[src/design/ext_irq_defs.vh]
`ifndef EXT_IRQ_DEFS_VH
`define EXT_IRQ_DEFS_VH
// register byte addresses (AXI4-Lite, one word each)
`define ADDR_PIN_STATUS_CONTROL 5'h00
`define ADDR_KEYPAD_STATUS_CONTROL 5'h04
`define ADDR_KEYPAD_ENABLE 5'h08
`define ADDR_SECOND_CONFIG 5'h0C
`define ADDR_BREAK_FLAG_CONTROL 5'h10
// status/control field positions (shared layout for pin and keypad)
`define SC_MODE_BIT 0
`define SC_MASK_BIT 1
`define SC_ACK_BIT 2
`define SC_FLAG_BIT 3
// second configuration register fields
`define CFG2_FUNC_EN_BIT 1
`define CFG2_PULLUP_DIS_BIT 0
// break flag control field
`define BFC_CLEAR_EN_BIT 7
// reset values
`define RST_STATUS_CONTROL 8'h00
`define RST_KEYPAD_ENABLE 6'h00
`define RST_SECOND_CONFIG 8'h00
`define RST_BREAK_FLAG_CONTROL 8'h00
// vector fetch addresses, kept for reference by the CPU side
`define VEC_PIN_HI 16'hFFFA
`define VEC_PIN_LO 16'hFFFB
`define VEC_KEYPAD_HI 16'hFFE0
`define VEC_KEYPAD_LO 16'hFFE1
// address of the second configuration register in the device map
`define SECOND_CONFIG_DEVICE_ADDR 16'h001E
`endif

[src/design/external_interrupt_inputs.v]
// Behaviour
// RQ1 - pin falling edge sets pin latch; vector fetch, software ack or reset clears it
// RQ2 - level mode: pin request clears only after acknowledge and pin high, any order
// RQ3 - writing 1 to pin ack bit clears latch; bit reads 0, reset clears
// RQ4 - acknowledge write never blocks later edges; new falling edge latches again
// RQ5 - latched and unmasked pin request goes to CPU, vector FFFA/FFFB
// RQ6 - reset clears pin latch and sensitivity bit even with pin low
// RQ7 - edge mode: fetch or software ack clears pin latch at once
// RQ8 - pin pending flag reads latch state, independent of mask; in level mode the code also sets it while the pin is low
// RQ9 - function on: branch sees pin level, port A bit two reads 0; off: 1
// RQ10 - pin pull-up connected unless pull-up disable bit in second config is set
// RQ11 - in break, ack write clears latch only when break clear enable is 1
// RQ12 - pin mask bit 1 blocks requests to CPU, 0 allows; reset clears
// RQ13 - sensitivity bit 1 selects edges plus low level, 0 edges; reset clears
// RQ14 - six keypad pins each enabled separately; enabling forces pull-up on
// RQ15 - keypad latches when enabled inputs go low after all high
// RQ16 - keypad level mode: pending while any low; clear needs ack and all high
// RQ17 - keypad ack write clears request, later falling edges latch again
// RQ18 - latched unmasked keypad request goes to CPU, vector FFE0/FFE1
// RQ19 - wakeup request cleared only by software keypad ack or reset
// RQ20 - keypad edge mode: fetch or software ack clears request at once
// RQ21 - reset clears keypad request and sensitivity bit even with input low
// RQ22 - keypad pending flag shows request regardless of keypad mask
// RQ23 - keypad mask 1 blocks keypad and wakeup requests to CPU; reset clears
// RQ24 - pin interrupt works only with function enable bit 1 in second config
// RQ25 - per-vector fetch strobe applied to matching latch in same cycle
//
// Implementation choices: register access over AXI4-Lite and the placing of the registers.
`timescale 1ns/1ps
`include "ext_irq_defs.vh"
module external_interrupt_inputs #(
   parameter KEYS = 6
) (
   input wire aclk, // system bus clock
   input wire aresetn, // synchronous reset, active low
   input wire [4:0] s_axi_awaddr, // write address
   input wire s_axi_awvalid, // write address valid
   output wire s_axi_awready, // write address ready
   input wire [31:0] s_axi_wdata, // write data
   input wire [3:0] s_axi_wstrb, // write byte strobes
   input wire s_axi_wvalid, // write data valid
   output wire s_axi_wready, // write data ready
   output reg [1:0] s_axi_bresp, // write response
   output reg s_axi_bvalid, // write response valid
   input wire s_axi_bready, // write response ready
   input wire [4:0] s_axi_araddr, // read address
   input wire s_axi_arvalid, // read address valid
   output wire s_axi_arready, // read address ready
   output reg [31:0] s_axi_rdata, // read data
   output reg [1:0] s_axi_rresp, // read response
   output reg s_axi_rvalid, // read data valid
   input wire s_axi_rready, // read data ready
   input wire irq_pin_n, // external interrupt pin, active low
   input wire [KEYS-1:0] key_pin_n, // keypad pins, active low
   input wire wakeup_request_input, // wakeup request, on-clock
   input wire break_state, // cpu in break state, on-clock
   input wire pin_vector_fetch, // pin vector fetch strobe
   input wire keypad_vector_fetch, // keypad vector fetch strobe
   input wire [KEYS-1:0] port_pullup_enable, // port pull-up bits
   output wire pin_irq_request, // pin request to cpu
   output wire keypad_irq_request, // keypad request to cpu
   output reg pin_pullup_on, // pull-up connect on interrupt pin
   output reg [KEYS-1:0] key_pullup_on, // pull-up connect per keypad pin
   output reg branch_pin_level, // level seen by branch-if-pin instructions
   output reg port_a_bit_two_read // value port A bit two reads
);
   reg irq_s1_q, irq_s2_q, irq_s3_q;
   reg [KEYS-1:0] key_s1_q, key_s2_q;
   reg pin_latch_q, key_latch_q, key_any_low_q, wake_latch_q;
   reg pin_mode_q, pin_mask_q, key_mode_q, key_mask_q;
   reg [KEYS-1:0] key_enable_q;
   reg [7:0] cfg2_q, bfc_q;
   reg [4:0] awaddr_q;
   reg aw_held_q;
   reg [31:0] wdata_q;
   reg [3:0] wstrb_q;
   reg w_held_q;
   wire do_write;
   wire wr_pin_sc, wr_key_sc, wr_key_en, wr_cfg2, wr_bfc, wr_ok;
   wire pin_func_en;
   wire ack_allowed;
   wire pin_sw_ack, key_sw_ack;
   wire pin_ack, key_ack;
   wire pin_fall, pin_low;
   wire [KEYS-1:0] key_low;
   wire key_any_low, key_fall;
   reg [31:0] rd_d;
   reg rd_ok;

   // pins cross into the bus clock through two flops first
   always @(posedge aclk) begin
      if (!aresetn) begin
         irq_s1_q <= 1'b1;
         irq_s2_q <= 1'b1;
         irq_s3_q <= 1'b1;
         key_s1_q <= {KEYS{1'b1}};
         key_s2_q <= {KEYS{1'b1}};
      end else begin
         irq_s1_q <= irq_pin_n;
         irq_s2_q <= irq_s1_q;
         irq_s3_q <= irq_s2_q;
         key_s1_q <= key_pin_n;
         key_s2_q <= key_s1_q;
      end
   end

   // write channel: address and data taken in either order, held until both present
   assign s_axi_awready = !aw_held_q && !s_axi_bvalid;
   assign s_axi_wready = !w_held_q && !s_axi_bvalid;
   assign do_write = aw_held_q && w_held_q && !s_axi_bvalid;
   always @(posedge aclk) begin
      if (!aresetn) begin
         aw_held_q <= 1'b0;
         w_held_q <= 1'b0;
         awaddr_q <= 5'h00;
         wdata_q <= 32'h0000_0000;
         wstrb_q <= 4'h0;
         s_axi_bvalid <= 1'b0;
         s_axi_bresp <= 2'b00;
      end else begin
         if (s_axi_awvalid && s_axi_awready) begin
            aw_held_q <= 1'b1;
            awaddr_q <= s_axi_awaddr;
         end
         if (s_axi_wvalid && s_axi_wready) begin
            w_held_q <= 1'b1;
            wdata_q <= s_axi_wdata;
            wstrb_q <= s_axi_wstrb;
         end
         if (do_write) begin
            aw_held_q <= 1'b0;
            w_held_q <= 1'b0;
            s_axi_bvalid <= 1'b1;
            s_axi_bresp <= wr_ok ? 2'b00 : 2'b10;
         end else if (s_axi_bvalid && s_axi_bready) begin
            s_axi_bvalid <= 1'b0;
         end
      end
   end

   // all fields live in byte lane 0; other lanes are ignored
   assign wr_pin_sc = do_write && wstrb_q[0] && awaddr_q[4:2] == `ADDR_PIN_STATUS_CONTROL >> 2;
   assign wr_key_sc = do_write && wstrb_q[0] && awaddr_q[4:2] == `ADDR_KEYPAD_STATUS_CONTROL >> 2;
   assign wr_key_en = do_write && wstrb_q[0] && awaddr_q[4:2] == `ADDR_KEYPAD_ENABLE >> 2;
   assign wr_cfg2 = do_write && wstrb_q[0] && awaddr_q[4:2] == `ADDR_SECOND_CONFIG >> 2;
   assign wr_bfc = do_write && wstrb_q[0] && awaddr_q[4:2] == `ADDR_BREAK_FLAG_CONTROL >> 2;
   assign wr_ok = awaddr_q <= `ADDR_BREAK_FLAG_CONTROL;

   // control registers
   always @(posedge aclk) begin
      if (!aresetn) begin
         pin_mode_q <= 1'b0; // RQ6
         pin_mask_q <= 1'b0; // RQ12
         key_mode_q <= 1'b0; // RQ21
         key_mask_q <= 1'b0; // RQ23
         key_enable_q <= `RST_KEYPAD_ENABLE;
         cfg2_q <= `RST_SECOND_CONFIG;
         bfc_q <= `RST_BREAK_FLAG_CONTROL;
      end else begin
         if (wr_pin_sc) begin
            pin_mode_q <= wdata_q[`SC_MODE_BIT]; // RQ13
            pin_mask_q <= wdata_q[`SC_MASK_BIT]; // RQ12
         end
         if (wr_key_sc) begin
            key_mode_q <= wdata_q[`SC_MODE_BIT];
            key_mask_q <= wdata_q[`SC_MASK_BIT]; // RQ23
         end
         if (wr_key_en)
            key_enable_q <= wdata_q[KEYS-1:0]; // RQ14
         if (wr_cfg2)
            cfg2_q <= wdata_q[7:0];
         if (wr_bfc)
            bfc_q <= wdata_q[7:0];
      end
   end

   assign pin_func_en = cfg2_q[`CFG2_FUNC_EN_BIT]; // RQ24
   // in break, software acks count only with the break clear enable set
   assign ack_allowed = !break_state || bfc_q[`BFC_CLEAR_EN_BIT]; // RQ11
   assign pin_sw_ack = wr_pin_sc && wdata_q[`SC_ACK_BIT] && ack_allowed; // RQ3
   assign key_sw_ack = wr_key_sc && wdata_q[`SC_ACK_BIT] && ack_allowed; // RQ17
   assign pin_ack = pin_sw_ack || pin_vector_fetch; // RQ25
   assign key_ack = key_sw_ack || keypad_vector_fetch; // RQ25

   // pin latch
   assign pin_low = pin_func_en && !irq_s2_q;
   assign pin_fall = pin_func_en && irq_s3_q && !irq_s2_q;
   always @(posedge aclk) begin
      if (!aresetn) begin
         pin_latch_q <= 1'b0; // RQ6
      end else if (pin_fall) begin
         pin_latch_q <= 1'b1; // RQ1 RQ4
      end else if (pin_ack) begin
         // in level mode the ack is remembered by clearing here; the low level alone then holds the request
         pin_latch_q <= 1'b0; // RQ7
      end
   end

   // keypad latch: a new request needs all enabled inputs high beforehand
   assign key_low = key_enable_q & ~key_s2_q;
   assign key_any_low = |key_low;
   assign key_fall = key_any_low && !key_any_low_q; // RQ15
   always @(posedge aclk) begin
      if (!aresetn) begin
         key_any_low_q <= 1'b0;
         key_latch_q <= 1'b0; // RQ21
         wake_latch_q <= 1'b0;
      end else begin
         key_any_low_q <= key_any_low;
         if (key_fall)
            key_latch_q <= 1'b1; // RQ15
         else if (key_ack)
            key_latch_q <= 1'b0; // RQ20
         // wakeup source ignores vector fetch; only software ack or reset clears it
         if (wakeup_request_input)
            wake_latch_q <= 1'b1;
         else if (key_sw_ack)
            wake_latch_q <= 1'b0; // RQ19
      end
   end

   // level mode keeps the request asserted while any enabled input is low
   // clearing needs both the ack (latch) and the release (level term), in either order
   assign pin_irq_request = (pin_latch_q || (pin_mode_q && pin_low)) && !pin_mask_q; // RQ2 RQ5
   assign keypad_irq_request = (key_latch_q || (key_mode_q && key_any_low) || wake_latch_q) // RQ16
      && !key_mask_q; // RQ18

   // pad-side outputs registered
   always @(posedge aclk) begin
      if (!aresetn) begin
         pin_pullup_on <= 1'b1;
         key_pullup_on <= {KEYS{1'b0}};
         branch_pin_level <= 1'b1;
         port_a_bit_two_read <= 1'b0;
      end else begin
         pin_pullup_on <= !cfg2_q[`CFG2_PULLUP_DIS_BIT]; // RQ10
         key_pullup_on <= key_enable_q | port_pullup_enable; // RQ14
         branch_pin_level <= pin_func_en ? irq_s2_q : 1'b1; // RQ9
         port_a_bit_two_read <= pin_func_en ? 1'b0 : irq_s2_q; // RQ9
      end
   end

   // read mux
   always @* begin
      rd_d = 32'h0000_0000;
      rd_ok = 1'b1;
      if (s_axi_araddr[4:2] == `ADDR_PIN_STATUS_CONTROL >> 2) begin
         rd_d[`SC_MODE_BIT] = pin_mode_q;
         rd_d[`SC_MASK_BIT] = pin_mask_q;
         rd_d[`SC_FLAG_BIT] = pin_latch_q || (pin_mode_q && pin_low); // RQ8
      end else if (s_axi_araddr[4:2] == `ADDR_KEYPAD_STATUS_CONTROL >> 2) begin
         rd_d[`SC_MODE_BIT] = key_mode_q;
         rd_d[`SC_MASK_BIT] = key_mask_q;
         rd_d[`SC_FLAG_BIT] = key_latch_q || (key_mode_q && key_any_low) || wake_latch_q; // RQ22
      end else if (s_axi_araddr[4:2] == `ADDR_KEYPAD_ENABLE >> 2) begin
         rd_d[KEYS-1:0] = key_enable_q;
      end else if (s_axi_araddr[4:2] == `ADDR_SECOND_CONFIG >> 2) begin
         rd_d[7:0] = cfg2_q;
      end else if (s_axi_araddr[4:2] == `ADDR_BREAK_FLAG_CONTROL >> 2) begin
         rd_d[7:0] = bfc_q;
      end else begin
         rd_ok = 1'b0;
      end
   end

   assign s_axi_arready = !s_axi_rvalid;
   always @(posedge aclk) begin
      if (!aresetn) begin
         s_axi_rvalid <= 1'b0;
         s_axi_rdata <= 32'h0000_0000;
         s_axi_rresp <= 2'b00;
      end else if (s_axi_arvalid && s_axi_arready) begin
         s_axi_rvalid <= 1'b1;
         s_axi_rdata <= rd_d;
         s_axi_rresp <= rd_ok ? 2'b00 : 2'b10;
      end else if (s_axi_rvalid && s_axi_rready) begin
         s_axi_rvalid <= 1'b0;
      end
   end
endmodule

[config.mk]
export PLATFORM = sky130hd
export DESIGN_NAME = external_interrupt_inputs
export DESIGN_NICKNAME = d
export VERILOG_FILES = /design/src/design/external_interrupt_inputs.v
export VERILOG_INCLUDE_DIRS = /design/src /design/src/design
export SDC_FILE = /design/constraint.sdc
export NUM_CORES = 1
export LEC_CHECK = 0
export BUFFER_PORTS_ARGS = -buffer_cell sky130_fd_sc_hd__buf_4
export CORE_UTILIZATION = 25
export CTS_CLUSTER_SIZE = 28
export DETAILED_ROUTE_END_ITERATION = 10
export PLACE_DENSITY = 0.48
export SLEW_MARGIN = 20
export SYNTH_ARGS = -nofsm -noshare
export SYNTH_HDL_FRONTEND = slang
export SYNTH_SLANG_ARGS = --single-unit
[constraint.sdc]
create_clock -name aclk -period 2.8 [get_ports aclk]
set_input_delay 0.56 -clock aclk [delete_from_list [all_inputs] [get_ports aclk]]
set_output_delay 0.56 -clock aclk [all_outputs]
set_load 0.03 [all_outputs]
==> key figures, run 1 <==
Run status
  • Outcome: finished, final reports clean

Worst setup path
  • Worst Path Arrival: 1.70 ns
  • Maximum fanout along the worst path: 4
  • Data required, critical path: roughly 2.2 ns
  • Length in cells of the worst reg-to-reg path: 4
  • Source of the worst register-to-register timing path: w_held_q
  • Worst setup slack for register-to-register paths: 0.91 ns
  • Crit Path Category: flop to output port
  • Type of origin of the critical path: flop
  • R2R Path End: cfg2_q[6]
  • Crit end category: output port

Clock network
  • Resized Gates After CTS: 0
  • Clock root cell: clkbuf_16
  • Number of buffers added by the clock tree synthesis step: 9
  • Num Clock Sinks: 82
  • Maximum level of the CTS H-tree: 3
  • Worst-skew pair later-pin latency: 0.33 ns
  • CTS clk-pin slew, worst paths: ~0.06 ns
  • CTS tree: built
  • Hold bufs inserted after CTS: 0
  • CTS Buffer Depth: 2
  • Setup repair bufs after CTS: 0

Synth
  • Gate Count Post-Synth: around 340
  • Distinct cells, synth: 44
  • Yosys warnings: 0
  • Per-instance average area after synthesis: about 10 sq um
  • Yosys reg bits: 82
  • Predominant post-synthesis flop cell: dfxtp_1
  • Netlist area before placement: 3470 sq um
  • Async SR Flop Fraction: 0
  • Count of flip-flops with a built-in enable after synthesis: 0
  • Sequential share of the synthesized area: 0.473

Route
  • Total via count in the routed design: 2,501
  • DRC violations left: 0
  • Routed wire length: roughly 8000 microns
  • Post-DRT Antenna Nets: 0
  • Routed vias/inst: 4.28
  • Average wire per cell in the routed design: between 10 and 15 microns
  • Violation count after the first detailed-route iteration: 82
  • DRT Pass-1 Iters: 4

Timing
  • Slew Limit Fails: 0
  • Number of failing hold endpoints at the final stage: 0
  • RSZ-0062 raised after global routing: no
  • Fmax: 442 MHz
  • Shortest clock period the worst path allows after layout: 2.26 ns
  • Worst slew slack as a fraction of its limit: 0.446
  • Worst Max-Slew Pin Slew: 0.823 ns
  • Summed negative setup slack over all endpoints: 0 ns
  • Post-route clock period utilization: 0.808
  • Maximum clock skew at final layout: approximately 0.0073 ns
  • Final setup violating endpoints: 0

Global routing
  • Global-route wire length before repair: about 13,000 microns
  • Number of global-route vias before repair: 2,408
  • Number of antenna violations at the first check in global routing: 0
  • Most utilized layer in the global route result: met2
  • Largest net degree at the start of global routing: 63
  • Global-route met2 utilization: 0.182
  • GRT Util Overall: 0.119
  • GR Layer Usage met3: 0.0461
  • Met1 track demand over resource: 0.157
  • Aggregate global routing overflow: 0

Cells and area
  • Number of antenna repair diodes: 0
  • Fill cell instance count of the final layout: between 1,000 and 1,500
  • FF/Latch Area: 1640 sq um
  • Combined area of the multi-input logic cells: 1620 sq um
  • Share of cells above drive strength 1: 0.218
  • Signed area change from the synthesized netlist to the final layout: 24.7%
  • Post-Layout Cell Count: 585
  • Nets: 474

Floorplanning
  • Die area: 14,300 sq um
  • Number of top-level pins: 122
  • Initial Utilization: 0.259
  • Cell row count: 42
  • Die Y-Extent: 120 microns
  • Core Area: approximately 13,000 sq um
  • Width of the die: 120 microns

Run
  • Max-cap violations: 0

Place
  • Routability cong.: 0.730
  • Number of port buffers: 66
  • Detailed placer's ending HPWL: 5650 microns
  • Number of placed instances with taps included: 569

Power
  • Maximum vdd ir drop: 0.389 mV
  • Pwr per Cell Area: 621 nW/um^2
  • Static leakage: 1.84 nW

Worst hold path
  • Worst hold path cell count: 1
  • Worst min-delay path endpoint: key_s2_q[2]
  • Type of the most critical hold path: flop to flop
  • Hold path startpoint: key_s1_q[2]
==> critical path: stages, from the launching register on <==
cell and delay (ns):
dfxtp_1 0.43, inv_1 0.07, o2111ai_1 0.34, o21ai_0 0.13, a21oi_1 0.21, buf_4 0.19
==> stage by stage <==
stage                     setup WS, ns  area, sq um  power [mW]   util  hold slack [ns]
after detailed placement         0.823         4040        1.57  0.301            0.391
after global placement           0.819         4040        1.57  0.301            0.398
after floorplan                  0.958         3560        1.49      -            0.367
after CTS                        0.458         4320        2.73  0.323            0.394
final                            0.539         4320        2.69  0.323            0.402
after global routing             0.320         4320        2.82  0.323            0.389
==> final cells by class <==
type                    instances  area share
flip-flops and latches         82       0.380
clock buffers                  11      0.0538
well taps                     176      0.0509
inverters                      10     0.00868
multi-input cells             232       0.374
repair buffers                 69       0.120
clock inverters                 5      0.0127
==> cell families after synthesis <==
group,share of synthesized area
buf+inv,0.0870
flops,0.473
compound gates,0.126
other cells,0.00108
simple gates,0.193
mux,0.119
==> cells in the final DEF (no fill, tap or decap), drive strengths merged, types with 4 or more instances in the layout <==
master / instances
dfxtp: 82
buf: 69
nor2b: 47
mux2i: 40
conb: 26
nand2b: 22
nand2: 17
clkbuf: 11
inv: 10
o21ai: 10
nor2: 9
a21boi: 8
o21a: 8
o211a: 5
a221oi: 4
==> flip-flops by register name (all words and copies together) (netlist names), 5 cells and up <==
name,cells
awaddr_q,5
key_s2_q,6
wdata_q,8
key_s1_q,6
cfg2_q,8
key_enable_q,6
s_axi_rdata,8
key_pullup_on,6
bfc_q,8
==> worst max path at each step <==
stage | startpoint | to | slack, ns | cells past startpoint
4_1_cts | key_enable_q[5] | keypad_irq_request | 0.46 | 5
3_5_place_dp | s_axi_araddr[3] | s_axi_rdata[2] | 0.82 | 5
3_3_place_gp | key_enable_q[5] | keypad_irq_request | 0.82 | 5
2_1_floorplan | key_enable_q[5] | keypad_irq_request | 0.96 | 4
6_report | key_enable_q[5] | keypad_irq_request | 0.54 | 5
5_1_grt | key_enable_q[5] | keypad_irq_request | 0.32 | 5
==> metal layers <==
layer | vias up | wire (microns)
li1 | 1246 | -
met1 | 1170 | 3790
met2 | 83 | 3610
met3 | 2 | 520
met4 | 0 | 31
met5 | - | 0
==> power by group <==
| part | switching (mW) | internal [mW] | total, mW |
|---|---|---|---|
| combinational | 0.177 | 0.122 | 0.300 |
| clock | 0.455 | 0.688 | 1.14 |
| sequential | 0.0351 | 1.21 | 1.24 |
==> synth_stat cells (all sizes together), types with 4 or more instances <==
cell | count | area share
a21boi | 8 | 0.017
nor2b | 47 | 0.085
a221oi | 4 | 0.010
o211a | 5 | 0.014
dfxtp | 82 | 0.47
clkbuf | 11 | 0.012
nand2 | 17 | 0.018
nor2 | 9 | 0.0097
mux2i | 40 | 0.12
nand2b | 22 | 0.040
o21a | 8 | 0.017
buf | 32 | 0.064
inv | 10 | 0.011
o21ai | 10 | 0.014
Power figures use the tool's default switching activity.
==> inputs of run 2 (changes only) <==
--- a/config.mk
+++ b/config.mk
@@ -6,11 +6,12 @@
 export SDC_FILE = /design/constraint.sdc
 export NUM_CORES = 1
 export LEC_CHECK = 0
+export ABC_AREA = 1
 export BUFFER_PORTS_ARGS = -buffer_cell sky130_fd_sc_hd__buf_4
 export CORE_UTILIZATION = 25
 export CTS_CLUSTER_SIZE = 28
 export DETAILED_ROUTE_END_ITERATION = 10
-export PLACE_DENSITY = 0.48
+export PLACE_DENSITY = 0.5
 export SLEW_MARGIN = 20
 export SYNTH_ARGS = -nofsm -noshare
 export SYNTH_HDL_FRONTEND = slang
==> constraint.sdc (replaced) <==
create_clock -name aclk -period 1.9 [get_ports aclk]
set_input_delay 0.38 -clock aclk [delete_from_list [all_inputs] [get_ports aclk]]
set_output_delay 0.38 -clock aclk [all_outputs]
set_load 0.03 [all_outputs]
==> run 2 against run 1 <==
Effect of this change:
- wire length is 7.7% lower
- sequential power grew 48%
- non-clock buffer count rose by 1
- worst hold slack lost 0.17 ns
- core utilization rose by 0.43 points
- clock skew increased by 0.0045 ns
- worst setup slack worse by 0.41 ns
- global-route usage decreased by 0.16 points
- largest power group unchanged
==> key figures, run 2 <==
Route
  • DRT Pass-1 Iters: 4 (unchanged)
  • Violation count after the first detailed-route iteration: 110 (was 82)
  • Average wire per cell in the routed design: 11.1 microns (was 13.6 microns)
  • Routed wire length: 7340 microns (was 7950 microns)
  • DRC violations left: 0 (unchanged)
  • Total via count in the routed design: 2,651 (was 2,501)
  • Routed vias/inst: 4.01 (was 4.28)
  • Post-DRT Antenna Nets: 0 (unchanged)

Synth
  • Most instantiated cells after synthesis: 82 x dfxtp_1, 68 x nor2_1, 52 x inv_1 (was 82 x dfxtp_1, 47 x nor2b_1, 40 x mux2i_1)
  • Most area-consuming cells after synthesis: dfxtp_1 50%, nor2_1 7.8%, o21ai_0 7.5% (was dfxtp_1 47%, mux2i_1 12%, nor2b_1 8.5%)
  • Per-instance average area after synthesis: 7.87 sq um (was 10.1 sq um)
  • Sequential share of the synthesized area: 0.499 (was 0.473)
  • Netlist area before placement: 3290 sq um (was 3470 sq um)
  • Predominant post-synthesis flop cell: dfxtp_1 (unchanged)
  • Library cell with the highest instance count after synthesis: dfxtp_1 (unchanged)
  • Distinct cells, synth: 30 (was 44)
  • Gate Count Post-Synth: 418 (was 342)
  • Async SR Flop Fraction: 0 (unchanged)
  • Top cell type's share of synthesized area: 0.499 (was 0.473)
  • Count of flip-flops with a built-in enable after synthesis: 0 (unchanged)
  • Yosys reg bits: 82 (unchanged)
  • Yosys warnings: 0 (unchanged)
  • Library cell with the largest summed area after synthesis: dfxtp_1 (unchanged)

Worst setup path
  • Length in cells of the worst reg-to-reg path: 6 (was 4)
  • Crit Path Category: flop to output port (unchanged)
  • Maximum fanout along the worst path: 3 (was 4)
  • Crit end category: output port (unchanged)
  • Data required, critical path: 1.52 ns (was 2.24 ns)
  • R2R Path End: key_enable_q[5] (was cfg2_q[6])
  • Source of the worst register-to-register timing path: s_axi_bvalid (was w_held_q)
  • Worst setup slack for register-to-register paths: 0.33 ns (was 0.91 ns)
  • Type of origin of the critical path: flop (unchanged)
  • Worst Path Arrival: 1.39 ns (was 1.70 ns)

Cells and area
  • Most common cell after layout, fill and taps aside: dfxtp_1 (unchanged)
  • Combined area of the multi-input logic cells: 1290 sq um (was 1620 sq um)
  • Share of cells above drive strength 1: 0.225 (was 0.218)
  • Most frequent cells in the layout: 81 x dfxtp_1, 70 x buf_4, 68 x nor2_1, 52 x inv_1, 48 x o21ai_0 (was 82 x dfxtp_1, 69 x buf_4, 47 x nor2b_1, 40 x mux2i_1, 26 x conb_1)
  • Number of antenna repair diodes: 0 (unchanged)
  • Post-Layout Cell Count: 661 (was 585)
  • Signed area change from the synthesized netlist to the final layout: 26.4% (was 24.7%)
  • Post-route cell area: 4160 sq um (was 4320 sq um)
  • Nets: 554 (was 474)
  • Fill cell instance count of the final layout: 1,390 (was 1,414)
  • FF/Latch Area: 1640 sq um (about the same)

Place
  • Routability cong.: 0.771 (was 0.730)
  • Detailed placer's ending HPWL: 5450 microns (was 5650 microns)
  • Number of port buffers: 66 (unchanged)
  • Number of placed instances with taps included: 645 (was 569)
  • Instance area at placement: 3860 sq um (was 4040 sq um)

Clock network
  • Clock root cell: clkbuf_16 (unchanged)
  • Number of buffers added by the clock tree synthesis step: 9 (unchanged)
  • CTS clk-pin slew, worst paths: 0.06 ns (about the same)
  • Worst-skew pair later-pin latency: 0.34 ns (was 0.33 ns)
  • Hold bufs inserted after CTS: 0 (unchanged)
  • Num Clock Sinks: 82 (unchanged)
  • CTS tree: built (unchanged)
  • Maximum level of the CTS H-tree: 3 (unchanged)
  • CTS Buffer Depth: 2 (unchanged)

Floorplanning
  • Core Area: 12,700 sq um (was 13,400 sq um)
  • Die Y-Extent: 117 microns (was 120 microns)
  • Die area: 13,600 sq um (was 14,300 sq um)
  • Number of top-level pins: 122 (unchanged)
  • Initial Utilization: 0.259 (about the same)
  • Cell row count: 41 (was 42)
  • Width of the die: 117 microns (was 120 microns)

Worst hold path
  • Worst min-delay path endpoint: irq_s1_q (was key_s2_q[2])
  • Worst hold path cell count: 2 (was 1)
  • Hold path startpoint: irq_pin_n (was key_s1_q[2])
  • Type of the most critical hold path: input pin to flop (was flop to flop)

Global routing
  • GRT Util Overall: 0.117 (was 0.119)
  • Met1 track demand over resource: 0.144 (was 0.157)
  • Number of antenna violations at the first check in global routing: 0 (unchanged)
  • Most utilized layer in the global route result: met2 (unchanged)
  • Global-route met2 utilization: 0.188 (was 0.182)
  • Number of global-route vias before repair: 2,523 (was 2,408)
  • Global-route wire length before repair: 11,900 microns (was 13,000 microns)
  • Largest net degree at the start of global routing: 49 (was 63)
  • Aggregate global routing overflow: 0 (unchanged)
  • GR Layer Usage met3: 0.0426 (was 0.0461)

Timing
  • RSZ-0062 raised after global routing: no (unchanged)
  • Fmax: 564 MHz
  • Number of failing hold endpoints at the final stage: 0 (unchanged)
  • Final setup violating endpoints: 0 (unchanged)
  • Post-route clock period utilization: 0.934
  • Maximum clock skew at final layout: 0.0118 ns (was 0.00732 ns)
  • Slew Limit Fails: 0 (unchanged)
  • Hold_ws: 0.229 ns (was 0.402 ns)
  • Summed negative setup slack over all endpoints: 0 ns (unchanged)
  • Shortest clock period the worst path allows after layout: approximately 1.8 ns

Power
  • Overall Power: 3.90 mW (was 2.69 mW)
  • Pwr per Cell Area: 938 nW/um^2 (was 621 nW/um^2)
  • Maximum vdd ir drop: 0.379 mV (was 0.389 mV)
  • Static leakage: 1.83 nW (was 1.84 nW)

Run status
  • Outcome: finished, final reports clean (unchanged)

Run
  • Max-cap violations: 0 (unchanged)
-- run 2: cell families (layout without fill, tap and decap cells) --
logic type      after synthesis  in the layout  share of synthesized area
other cells                   1             26                    0.00114
simple gates                146            146                      0.210
flops                        82             82                      0.499
compound gates               96             96                      0.151
buf+inv                      93            139                      0.140
-- run 2: final cells by class --
class | count | share of cell area
sequential | 82 | 0.395
multi-input combinational | 268 | 0.311
timing repair buffer | 70 | 0.126
clock buffer | 13 | 0.0626
tap | 172 | 0.0517
inverter | 53 | 0.0478
clock inverter | 3 | 0.00572
-- run 2: how the worst max path moves through the flow --
stage	from	endpoint	slack, ns
4_1_cts	cfg2_q[1]	pin_irq_request	0.05
3_5_place_dp	s_axi_bvalid	key_enable_q[5]	0.35
5_1_grt	key_enable_q[5]	keypad_irq_request	0.04
2_1_floorplan	s_axi_bvalid	wdata_q[0]	0.34
6_report	cfg2_q[1]	pin_irq_request	0.13
3_3_place_gp	s_axi_araddr[4]	s_axi_rdata[0]	0.38
-- run 2: critical path: stages, from the launching register on --
cell and delay, ns:
dfxtp_1 0.35, inv_1 0.09, o31ai_2 0.21, inv_1 0.09, nor2_1 0.14, buf_4 0.18
-- run 2: stage by stage --
stage	util	setup slack, ns
after floorplan	-	0.339
after global placement	0.304	0.379
after detailed placement	0.304	0.352
after CTS	0.326	0.0469
after global routing	0.327	0.0405
final	0.327	0.126
-- run 2: where the power goes --
part           internal (mW)  switching, mW
sequential              1.79         0.0505
combinational          0.149          0.280
clock                  0.960          0.674
total                   2.90           1.00
-- run 2: per-layer routing --
metal	share of wire	vias to the layer above	wire length (microns)
met5	0	-	0
met1	0.48	1162	3520
li1	-	1411	-
met4	0.013	0	98
met3	0.059	9	434
met2	0.45	69	3280
-- run 2: what timing repair did --
action                                  4_1_cts  5_1_grt
buffers inserted                              0        0
endpoints found under the setup margin        0        2
gates resized for setup                       0        4
